==> config.mk <==
export PLATFORM = sky130hd
export DESIGN_NAME = pgs_top
export DESIGN_NICKNAME = d
export VERILOG_FILES = /design/src/hw/pgs_pkg.sv /design/src/hw/pgs_cfg_mem.sv /design/src/hw/pgs_sync.sv /design/src/hw/pgs_top.sv
export SDC_FILE = /design/constraint.sdc
export NUM_CORES = 1
export LEC_CHECK = 0
export ABC_AREA = 1
export BUFFER_PORTS_ARGS = -buffer_cell sky130_fd_sc_hd__buf_4
export CORE_MARGIN = 5
export CORE_UTILIZATION = 60
export DETAILED_ROUTE_END_ITERATION = 12
export GPL_TIMING_DRIVEN = 0
export MAX_ROUTING_LAYER = met4
export PLACE_DENSITY = 0.83
export SYNTH_ARGS = -nofsm -noshare
export SYNTH_HDL_FRONTEND = slang
export SYNTH_SLANG_ARGS = --single-unit
==> constraint.sdc <==
create_clock -name clk -period 2.7 [get_ports clk]
set_input_delay 0.27 -clock clk [delete_from_list [all_inputs] [get_ports clk]]
set_output_delay 0.27 -clock clk [all_outputs]
set_load 0.1 [all_outputs]
==> src/hw/pgs_pkg.sv <==
// Purpose: shared constants and types for the power-good pin sequencer
// Assumes: one clock domain, synchronous active-low reset
// Notes: pin function encodings and the configuration select width
package pgs_pkg;
    localparam int SEL_W = 2;
    localparam int SUPPLY_N = 4;
    localparam int SYNC_STAGES = 2;
    localparam logic [1:0] FUNC_NONE = 2'h0;
    localparam logic [1:0] FUNC_SLEEP = 2'h1;
    localparam logic [1:0] FUNC_REBOOT = 2'h2;
    localparam logic [1:0] FUNC_BAD = 2'h3;
    typedef enum logic [2:0] {
        PGS_WAIT,
        PGS_LOAD,
        PGS_RESTORE,
        PGS_RUN,
        PGS_SLEEP,
        PGS_RESET
    } pgs_state_t;
endpackage

==> src/hw/pgs_cfg_mem.sv <==
// Purpose: small store of configuration words with registered read
// Assumes: contents preloaded by an init port before start-up
// Notes: read data come from a register
`timescale 1ns/1ps
module pgs_cfg_mem #(
    parameter int SEL_W = pgs_pkg::SEL_W,
    parameter int DATA_W = 16
) (
    input wire logic clk,
    input wire logic wr_en,
    input wire logic [SEL_W-1:0] wr_addr,
    input wire logic [DATA_W-1:0] wr_data,
    input wire logic [SEL_W-1:0] rd_addr,
    output logic [DATA_W-1:0] rd_data
);
    logic [DATA_W-1:0] mem_q [2**SEL_W];
    logic [DATA_W-1:0] rd_q;

    always_ff @(posedge clk) begin
        if (wr_en) begin
            mem_q[wr_addr] <= wr_data;
        end
        rd_q <= mem_q[rd_addr];
    end

    assign rd_data = rd_q;
endmodule

==> src/hw/pgs_sync.sv <==
// Purpose: two-flop level synchroniser for the power-good pin
// Assumes: input asynchronous to clk
// Notes: first stage is read only by the second
`timescale 1ns/1ps
module pgs_sync #(
    parameter logic RESET_VAL = 1'b0
) (
    input wire logic clk,
    input wire logic rst_b,
    input wire logic async_in,
    output logic sync_out
);
    logic meta_q;
    logic meta_d;
    logic sync_q;
    logic sync_d;

    always_comb begin
        meta_d = async_in;
        sync_d = meta_q;
        if (!rst_b) begin
            meta_d = RESET_VAL;
            sync_d = RESET_VAL;
        end
    end

    always_ff @(posedge clk) begin
        meta_q <= meta_d;
        sync_q <= sync_d;
    end

    assign sync_out = sync_q;
endmodule

==> src/hw/pgs_top.sv <==
// Purpose: start-up gating from a power-good pin for a clock generator
// Assumes: pin and supply flags synchronous-ish; pin passes a synchroniser anyway
// Notes: pin function is chosen by the function select input
`timescale 1ns/1ps
module pgs_top #(
    parameter int SEL_W = pgs_pkg::SEL_W,
    parameter int SUPPLY_N = pgs_pkg::SUPPLY_N,
    parameter int CFG_W = 16
) (
    input wire logic clk,
    input wire logic rst_b,
    input wire logic power_ok_pin,
    input wire logic [1:0] pin_function,
    input wire logic [SUPPLY_N-1:0] supply_valid,
    input wire logic [SEL_W-1:0] cfg_select,
    input wire logic cfg_wr_en,
    input wire logic [SEL_W-1:0] cfg_wr_addr,
    input wire logic [CFG_W-1:0] cfg_wr_data,
    output logic supply_ok_indication,
    output logic clocks_enable,
    output logic analog_pll_enable,
    output logic low_power_active,
    output logic core_reset_b,
    output logic cfg_load_pulse,
    output logic cfg_restore_pulse,
    output logic [CFG_W-1:0] active_cfg
);
    logic pin_sync;
    logic pin_prev_q;
    logic pin_prev_d;
    logic pin_rise;
    logic all_supplies;
    logic sleep_mode;
    logic reboot_mode;
    logic [CFG_W-1:0] mem_rd;

    pgs_sync #(
        .RESET_VAL(1'b0)
    ) u_sync (
        .clk(clk),
        .rst_b(rst_b),
        .async_in(power_ok_pin),
        .sync_out(pin_sync)
    );

    pgs_cfg_mem #(
        .SEL_W(SEL_W),
        .DATA_W(CFG_W)
    ) u_mem (
        .clk(clk),
        .wr_en(cfg_wr_en),
        .wr_addr(cfg_wr_addr),
        .wr_data(cfg_wr_data),
        .rd_addr(cfg_select),
        .rd_data(mem_rd)
    );

    // only one of the two functions may be live
    assign sleep_mode = (pin_function == pgs_pkg::FUNC_SLEEP);
    assign reboot_mode = (pin_function == pgs_pkg::FUNC_REBOOT);
    assign all_supplies = &supply_valid;

    // edge seen once per synchronised rising level change
    assign pin_rise = pin_sync & ~pin_prev_q;

    pgs_pkg::pgs_state_t state_q;
    pgs_pkg::pgs_state_t state_d;
    logic loaded_q;
    logic loaded_d;

    logic [CFG_W-1:0] cfg_q;
    logic [CFG_W-1:0] cfg_d;

    logic ok_q;
    logic ok_d;
    logic clk_en_q;
    logic clk_en_d;
    logic pll_q;
    logic pll_d;
    logic lp_q;
    logic lp_d;
    logic crst_q;
    logic crst_d;
    logic load_q;
    logic load_d;
    logic rest_q;
    logic rest_d;

    logic gated_mode;
    logic start_ok;
    logic wake_ok;

    // pin function live at all
    assign gated_mode = sleep_mode | reboot_mode;

    // level start needs the pin and every rail
    assign start_ok = pin_sync & all_supplies;

    // waking from sleep or restart needs a fresh rise
    assign wake_ok = pin_rise & all_supplies;

    // edge detector history, cleared to the synchroniser idle level
    always_comb begin
        pin_prev_d = pin_sync;
        if (!rst_b) begin
            pin_prev_d = 1'b0;
        end
    end

    always_ff @(posedge clk) begin
        pin_prev_q <= pin_prev_d;
    end

    // sequencing state and the loaded flag
    always_comb begin
        state_d = state_q;
        loaded_d = loaded_q;
        case (state_q)
            pgs_pkg::PGS_WAIT: begin
                if (!gated_mode) begin
                    if (all_supplies) begin
                        state_d = pgs_pkg::PGS_LOAD;
                    end
                end else if (start_ok) begin
                    if (sleep_mode && loaded_q) begin
                        state_d = pgs_pkg::PGS_RESTORE;
                    end else begin
                        state_d = pgs_pkg::PGS_LOAD;
                    end
                end
            end

            pgs_pkg::PGS_LOAD: begin
                loaded_d = 1'b1;
                state_d = pgs_pkg::PGS_RUN;
            end

            pgs_pkg::PGS_RESTORE: begin
                state_d = pgs_pkg::PGS_RUN;
            end

            pgs_pkg::PGS_RUN: begin
                if (sleep_mode && !pin_sync) begin
                    state_d = pgs_pkg::PGS_SLEEP;
                end else if (reboot_mode && !pin_sync) begin
                    state_d = pgs_pkg::PGS_RESET;
                end else if (!all_supplies) begin
                    // a lost rail stops clocks in every mode
                    state_d = pgs_pkg::PGS_WAIT;
                end
            end

            pgs_pkg::PGS_SLEEP: begin
                if (!sleep_mode) begin
                    state_d = pgs_pkg::PGS_WAIT;
                end else if (wake_ok) begin
                    state_d = pgs_pkg::PGS_RUN;
                end
            end

            pgs_pkg::PGS_RESET: begin
                loaded_d = 1'b0;
                if (wake_ok) begin
                    state_d = pgs_pkg::PGS_LOAD;
                end
            end

            default: begin
                state_d = pgs_pkg::PGS_WAIT;
            end
        endcase
        if (!rst_b) begin
            state_d = pgs_pkg::PGS_WAIT;
            loaded_d = 1'b0;
        end
    end

    always_ff @(posedge clk) begin
        state_q <= state_d;
        loaded_q <= loaded_d;
    end

    // active configuration word, untouched by sleep and restore
    always_comb begin
        cfg_d = cfg_q;
        if (state_q == pgs_pkg::PGS_LOAD) begin
            // read register already holds the selected word
            cfg_d = mem_rd;
        end
        if (!rst_b) begin
            cfg_d = '0;
        end
    end

    always_ff @(posedge clk) begin
        cfg_q <= cfg_d;
    end

    // registered enables and pulses
    always_comb begin
        ok_d = 1'b0;
        clk_en_d = 1'b0;
        pll_d = 1'b0;
        lp_d = 1'b0;
        crst_d = 1'b1;
        load_d = 1'b0;
        rest_d = 1'b0;
        case (state_q)
            pgs_pkg::PGS_LOAD: begin
                load_d = 1'b1;
            end

            pgs_pkg::PGS_RESTORE: begin
                rest_d = 1'b1;
            end

            pgs_pkg::PGS_RUN: begin
                ok_d = 1'b1;
                clk_en_d = 1'b1;
                pll_d = 1'b1;
            end

            pgs_pkg::PGS_SLEEP: begin
                lp_d = 1'b1;
                if (sleep_mode && wake_ok) begin
                    lp_d = 1'b0;
                    rest_d = 1'b1;
                end
            end

            pgs_pkg::PGS_RESET: begin
                crst_d = 1'b0;
                if (wake_ok) begin
                    crst_d = 1'b1;
                end
            end

            default: begin
                ok_d = 1'b0;
                clk_en_d = 1'b0;
                pll_d = 1'b0;
            end
        endcase
        if (!rst_b) begin
            ok_d = 1'b0;
            clk_en_d = 1'b0;
            pll_d = 1'b0;
            lp_d = 1'b0;
            crst_d = 1'b0;
            load_d = 1'b0;
            rest_d = 1'b0;
        end
    end

    always_ff @(posedge clk) begin
        ok_q <= ok_d;
        clk_en_q <= clk_en_d;
        pll_q <= pll_d;
        lp_q <= lp_d;
        crst_q <= crst_d;
        load_q <= load_d;
        rest_q <= rest_d;
    end

    // every output straight from its flip-flop
    assign supply_ok_indication = ok_q;
    assign clocks_enable = clk_en_q;
    assign analog_pll_enable = pll_q;
    assign low_power_active = lp_q;
    assign core_reset_b = crst_q;
    assign cfg_load_pulse = load_q;
    assign cfg_restore_pulse = rest_q;
    assign active_cfg = cfg_q;
endmodule

Word-level counts from Yosys, hierarchy flattened
Memory sizes are Yosys's and may differ from the RTL's. A register that Yosys moved wholly into a read port is not among the register bits. Cells that the tools add are included.

Shift operators: 0. Eq/ne operators: 12. Mux-type cells: 21. Magnitude comparators: 0. Add/subtract/negate cells: 0. Div/mod/pow operators: 0. $mul: 0. Bitwise gates (word level): 5. Reductions and logical operators: 11.

Operators by type and width (number): 3-bit 2-to-1 mux (9); 3-bit case mux with 5 select lines (1); 3-bit inequality test (second input constant) (3); 1-bit 2-to-1 mux (8); 3-bit by 2-bit equality test with 1-bit output (second input constant) (2); 3-bit equality test (second input constant) (2); 5-bit AND reduction (1); 1-bit logical AND (4); 4-bit inequality test (second input constant) (1); 1-bit case mux with 2 select lines (2); 4-bit AND reduction (1); 1-bit AND (3); 3-bit by 1-bit equality test with 1-bit output (second input constant) (1); 3-bit logical NOT (1); 2-bit by 1-bit equality test with 1-bit output (second input constant) (1); 2-bit equality test (second input constant) (1); 2-bit 2-to-1 mux (1); 2-bit inequality test (second input constant) (1); 2-bit AND reduction (1); 2-bit nonzero test (1); 2-bit OR reduction (1); 1-bit logical NOT (1); 1-bit NOT (1); 1-bit bitwise OR (1).

Memories kept: 1. ROM bits: 0. Bits in latches: 0. Flip-flop bits (word level): 28. Input bits: 30. Bits in writable memories: 64.

Memory list: u_mem.mem_q (depth 4, bits a word 16, read ports 1, clocked after memory_dff 1, write ports 1, RTL line pgs_cfg_mem.sv:16) `logic [DATA_W-1:0] mem_q [2**SEL_W];`.

Depth between registers and ports, before layout
Word-level depth: 6. Mapped depth: 9.

Cells and area by module
From an unflattened synthesis, not the netlist that was laid out.

Cell total of the unflattened synthesis: 426. Area, all modules: 4234.1 sq um.

By module, submodules not included: pgs_cfg_mem (seq. area each 2242.2 sq um, instances 1, area an instance 3079.2 sq um, cells an instance 275); pgs_top (seq. area each 520.5 sq um, instances 1, area an instance 1099.8 sq um, cells an instance 145); pgs_sync (seq. area each 40.0 sq um, instances 1, area an instance 55.1 sq um, cells an instance 6).

Worst setup path before layout
Ideal clock, no wire load.

Path kind: input port to flip-flop. Start: input port cfg_wr_addr[1]. End: memory u_mem.mem_q[3][0], enable pin. Data arrival time: 1.481 ns. Stages: 2. Data required time: 2.291 ns. Slack: 0.809 ns. Setup time: 0.409 ns. Cell sequence: inv_1 -> nor3_1.

RTL lines: from (decl) (RTL line pgs_top.sv:17) `input wire logic [SEL_W-1:0] cfg_wr_addr,`; to (decl) (RTL line pgs_cfg_mem.sv:16).

No word-level cell before the write port.

Worst setup path in the final report
Start: register state_q[0]. End: register cfg_q[8], in the netlist active_cfg[8].

Cells in the longest elaborated chain, start to end: 1.

Ends and longest elaborated chain: from (decl) (RTL line pgs_top.sv:66) `pgs_pkg::pgs_state_t state_q;`; from (signal assigned) (RTL line pgs_top.sv:179) `state_q <= state_d;`; 3-bit by 1-bit equality test with 1-bit output (RTL line pgs_top.sv:186) `if (state_q == pgs_pkg::PGS_LOAD) begin`; to (signal assigned) (RTL line pgs_top.sv:196) `cfg_q <= cfg_d;`; to (decl) (RTL line pgs_top.sv:71) `logic [CFG_W-1:0] cfg_q;`.

No other way between the ends. A chain may end at the register's enable or synchronous reset.

==> reports/results.md <==
* **post-synthesis cell area** 3860 um2
* **cell area power density** 876 nW/um2
* **Final TNS setup** 0 ps
* **data required time at the worst endpoint** 2930 ps
* **maximum resistive drop on vdd** 603 uV
* **combinational family with the most area after synthesis** simple AND/OR/NAND/NOR gates
* **number of instances in the synthesized netlist** 332
* **cells along the critical path** inv_2 -> nor2_8 -> nand2_4 -> buf_2 -> nand2_1 -> a21oi_1
* **WS Path Type** reg2reg
* **aggregate global-route resource usage** 20.1%
* **area overhead of the layout relative to synthesis** 19.4%
* **capturing element type of the critical path** register
* **detailed placement HPWL** 5.31 mm
* **average via count per standard cell** 5.54
* **most common library cells after synthesis** 64 x sky130_fd_sc_hd__edfxtp_1, 46 x sky130_fd_sc_hd__nor2_1, 44 x sky130_fd_sc_hd__dfxtp_1
* **complex-gate fraction of the synthesized area** 9.94%
* **transition at the pin with the smallest max-transition slack** 798 ps
* **hold crit path type** in2reg
* **unrepaired setup endpoints after global routing** no
* **number of nets in the finished design** 431
* **Mapped Nets** 364
* **number of detailed-routing iterations run before antenna repair** 4
* **area leader, netlist** sky130_fd_sc_hd__edfxtp_1
* **CTS max path bufs** 2
* **number of global-route vias before repair** 2646
* **area share of fa/ha/maj cells after synthesis** 0.648%
* **area fraction of the dominant cell type after synthesis** 49.8%
* **Final Hold Viols** 0
* **number of antenna violations at the first check in global routing** 0
* **detailed router's first-iteration violation count** 185
* **minimum clock period** 1390 ps
* **placement row count** 29
* **number of flops mapped to enable cells by yosys** 64
* **Post-Route Skew** 8.92 ps
* **placeable core region** 6310 um2
* **post-synthesis share of cell area spent on xor and xnor gates** 0%
* **DRC Markers** 0
* **post_cts resized** 0
* **leakage dissipation** 0.00176 uW
* **Clock Tree Root** sky130_fd_sc_hd__clkbuf_8
* **fin util** 73.0%
* **level count of the clock H-tree** 3
* **Vias** 2665
* **synth warn** 0
* **Max Clock Freq** 719 MHz
* **layout cell share with drive strength beyond 1** 21.3%
* **total setup violations reported at the end of the flow** 0
* **Post-Synthesis Mean Instance Area** 11.6 um2
* **critical path launch point type** register
* **number of distinct library cells after synthesis** 21
* **post-CTS setup-driven buffer insertion count** 0
* **CP max FO** 10
* **biggest area contributors in the synthesized netlist** sky130_fd_sc_hd__edfxtp_1 50%, sky130_fd_sc_hd__dfxtp_1 23%, sky130_fd_sc_hd__nor2_1 4.5%
* **largest net degree at the start of global routing** 19
* **TritonCTS clock tree** yes
* **status** completed
* **crit share post-route** 51.5%
* **post-detailed-route count of antenna-violating nets** 0
* **global-route wire length before repair** 12.5 mm
* **DIE AREA** 8140 um2
* **Num Clock Sinks** 108
* **Buffers on Ports** 52
* **DIE HEIGHT** 90.2 um
* **total gr overflow** 0
* **DRT Wirelength** 7.66 mm
* **most common cell in the netlist** sky130_fd_sc_hd__edfxtp_1
* **# Max-Cap Violations** 0
* **mux contribution to synthesized area** 0%
* **total inserted antenna cells** 0
* **slowest library cell on the worst path** sky130_fd_sc_hd__dfxtp_1
* **sequential area share after synthesis** 72.6%
* **Chip Width** 90.2 um
* **tightest slew margin relative to the limit** 46.5%
* **most common flop cell mapped by yosys** sky130_fd_sc_hd__edfxtp_1
* **clock buffers created by TritonCTS** 9
* **final slew viol count** 0
* **stage delay of the slowest cell on the critical path** 480 ps
* **fill cell count** 429
* **register bit total from synthesis** 108
* **insertion delay of the later-clocked pin in the worst-skew pair** 360 ps
* **Clock transition at path regs** 100 ps
* **CTS Hold Bufs** 0
* **share of flip-flops with an asynchronous set or reset after synthesis** 0%
* **Initial Utilization** 61.2%
* **CP Data Arrival Time** 1620 ps
* **mean routed wirelength per cell** 15.9 um
* **share of synthesized cell area in and, or, nand and nor gates** 13.1%
* **number of top-level design ports** 53
* **Final Wtd Congestion** 0.901
## worst paths after layout
kind                                startpoint           endpoint  slack, ps  cells past startpoint
worst max register to register      state_q[0]      active_cfg[8]       1310                      6
worst max-delay path                state_q[0]      active_cfg[8]       1310                      6
worst min register to register   u_sync.meta_q    u_sync.sync_out        450                      2
worst min-delay path            cfg_wr_data[9]  u_mem.mem_q[2][9]        100                      1
## power by group
group	leakage [uW]	switching, uW	internal [uW]
Combinational	0.000716	829	266
Clock	0.0000964	532	438
Sequential	0.000952	71.2	1900
## cells in the final DEF, fill, tap and decap left out, drive strengths merged
cell type | netlist | final
edfxtp | 64 | 64
buf | 7 | 63
nor2 | 47 | 47
dfxtp | 44 | 44
nand2 | 36 | 36
o21ai | 34 | 34
nand3 | 24 | 24
a21oi | 20 | 20
clkbuf | 10 | 20
inv | 17 | 19
o22ai | 16 | 16
nor3 | 6 | 6
or2 | 2 | 2
ha | 2 | 2
clkinv | 0 | 2
o211ai | 1 | 1
a31oi | 1 | 1
nand4 | 1 | 1
bufinv | 0 | 1
clkinvlp | 0 | 1
## routing by layer
metal	routed length, um	part of all wire, %	GRT usage, %	vias to the layer above
met5	0	0	-	-
met4	151	2.0	9.55	0
met3	640	8.4	5.76	15
met2	3830	50	33.0	117
met1	3040	40	22.6	1236
li1	-	-	-	1297
## critical path: cells and delay by family (launching register included)
kind | cells | cell delay, ps
compound gates | 1 | 60
buf+inv | 2 | 340
flops | 1 | 480
simple gates | 3 | 370
## layout make-up
type                       instances  area [um2]  share of cell area, %
sequential                       108        2800                   60.8
multi-input combinational        190         933                   20.2
timing repair buffer              56         435                   9.44
clock buffer                      10         128                   2.77
tap                               77        96.3                   2.09
buffer                            17        82.6                   1.79
clock inverter                     6        70.1                   1.52
inverter                          17        63.8                   1.38
## cells by family after synthesis
group,count (synthesis)
buffers and inverters,34
AOI/OAI and AO/OA,72
and+or+nand+nor,116
DFF,108
adders and majority gates,2
## sequential cells by signal (all words and copies together) (netlist names)
register and flops:
u_mem.mem_q 64, active_cfg 16, u_mem.rd_data 16, state_q 3, analog_pll_enable 1, cfg_load_pulse 1, cfg_restore_pulse 1, core_reset_b 1
loaded_q 1, low_power_active 1, pin_prev_q 1, u_sync.meta_q 1, u_sync.sync_out 1
## per-stage QoR
stage	hold slack [ps]	std cells	cell area (um2)	power (uW)	worst slack, ps
2_1_floorplan	363	332	3860	2840	809
3_3_place_gp	409	461	4350	3080	42.5
3_5_place_dp	419	465	4410	3110	997
4_1_cts	88.1	481	4610	4050	1300
5_1_grt	69.1	481	4610	4220	1160
6_report	98.1	481	4610	4040	1310
No activity file was read; power rests on OpenSTA's default activity.
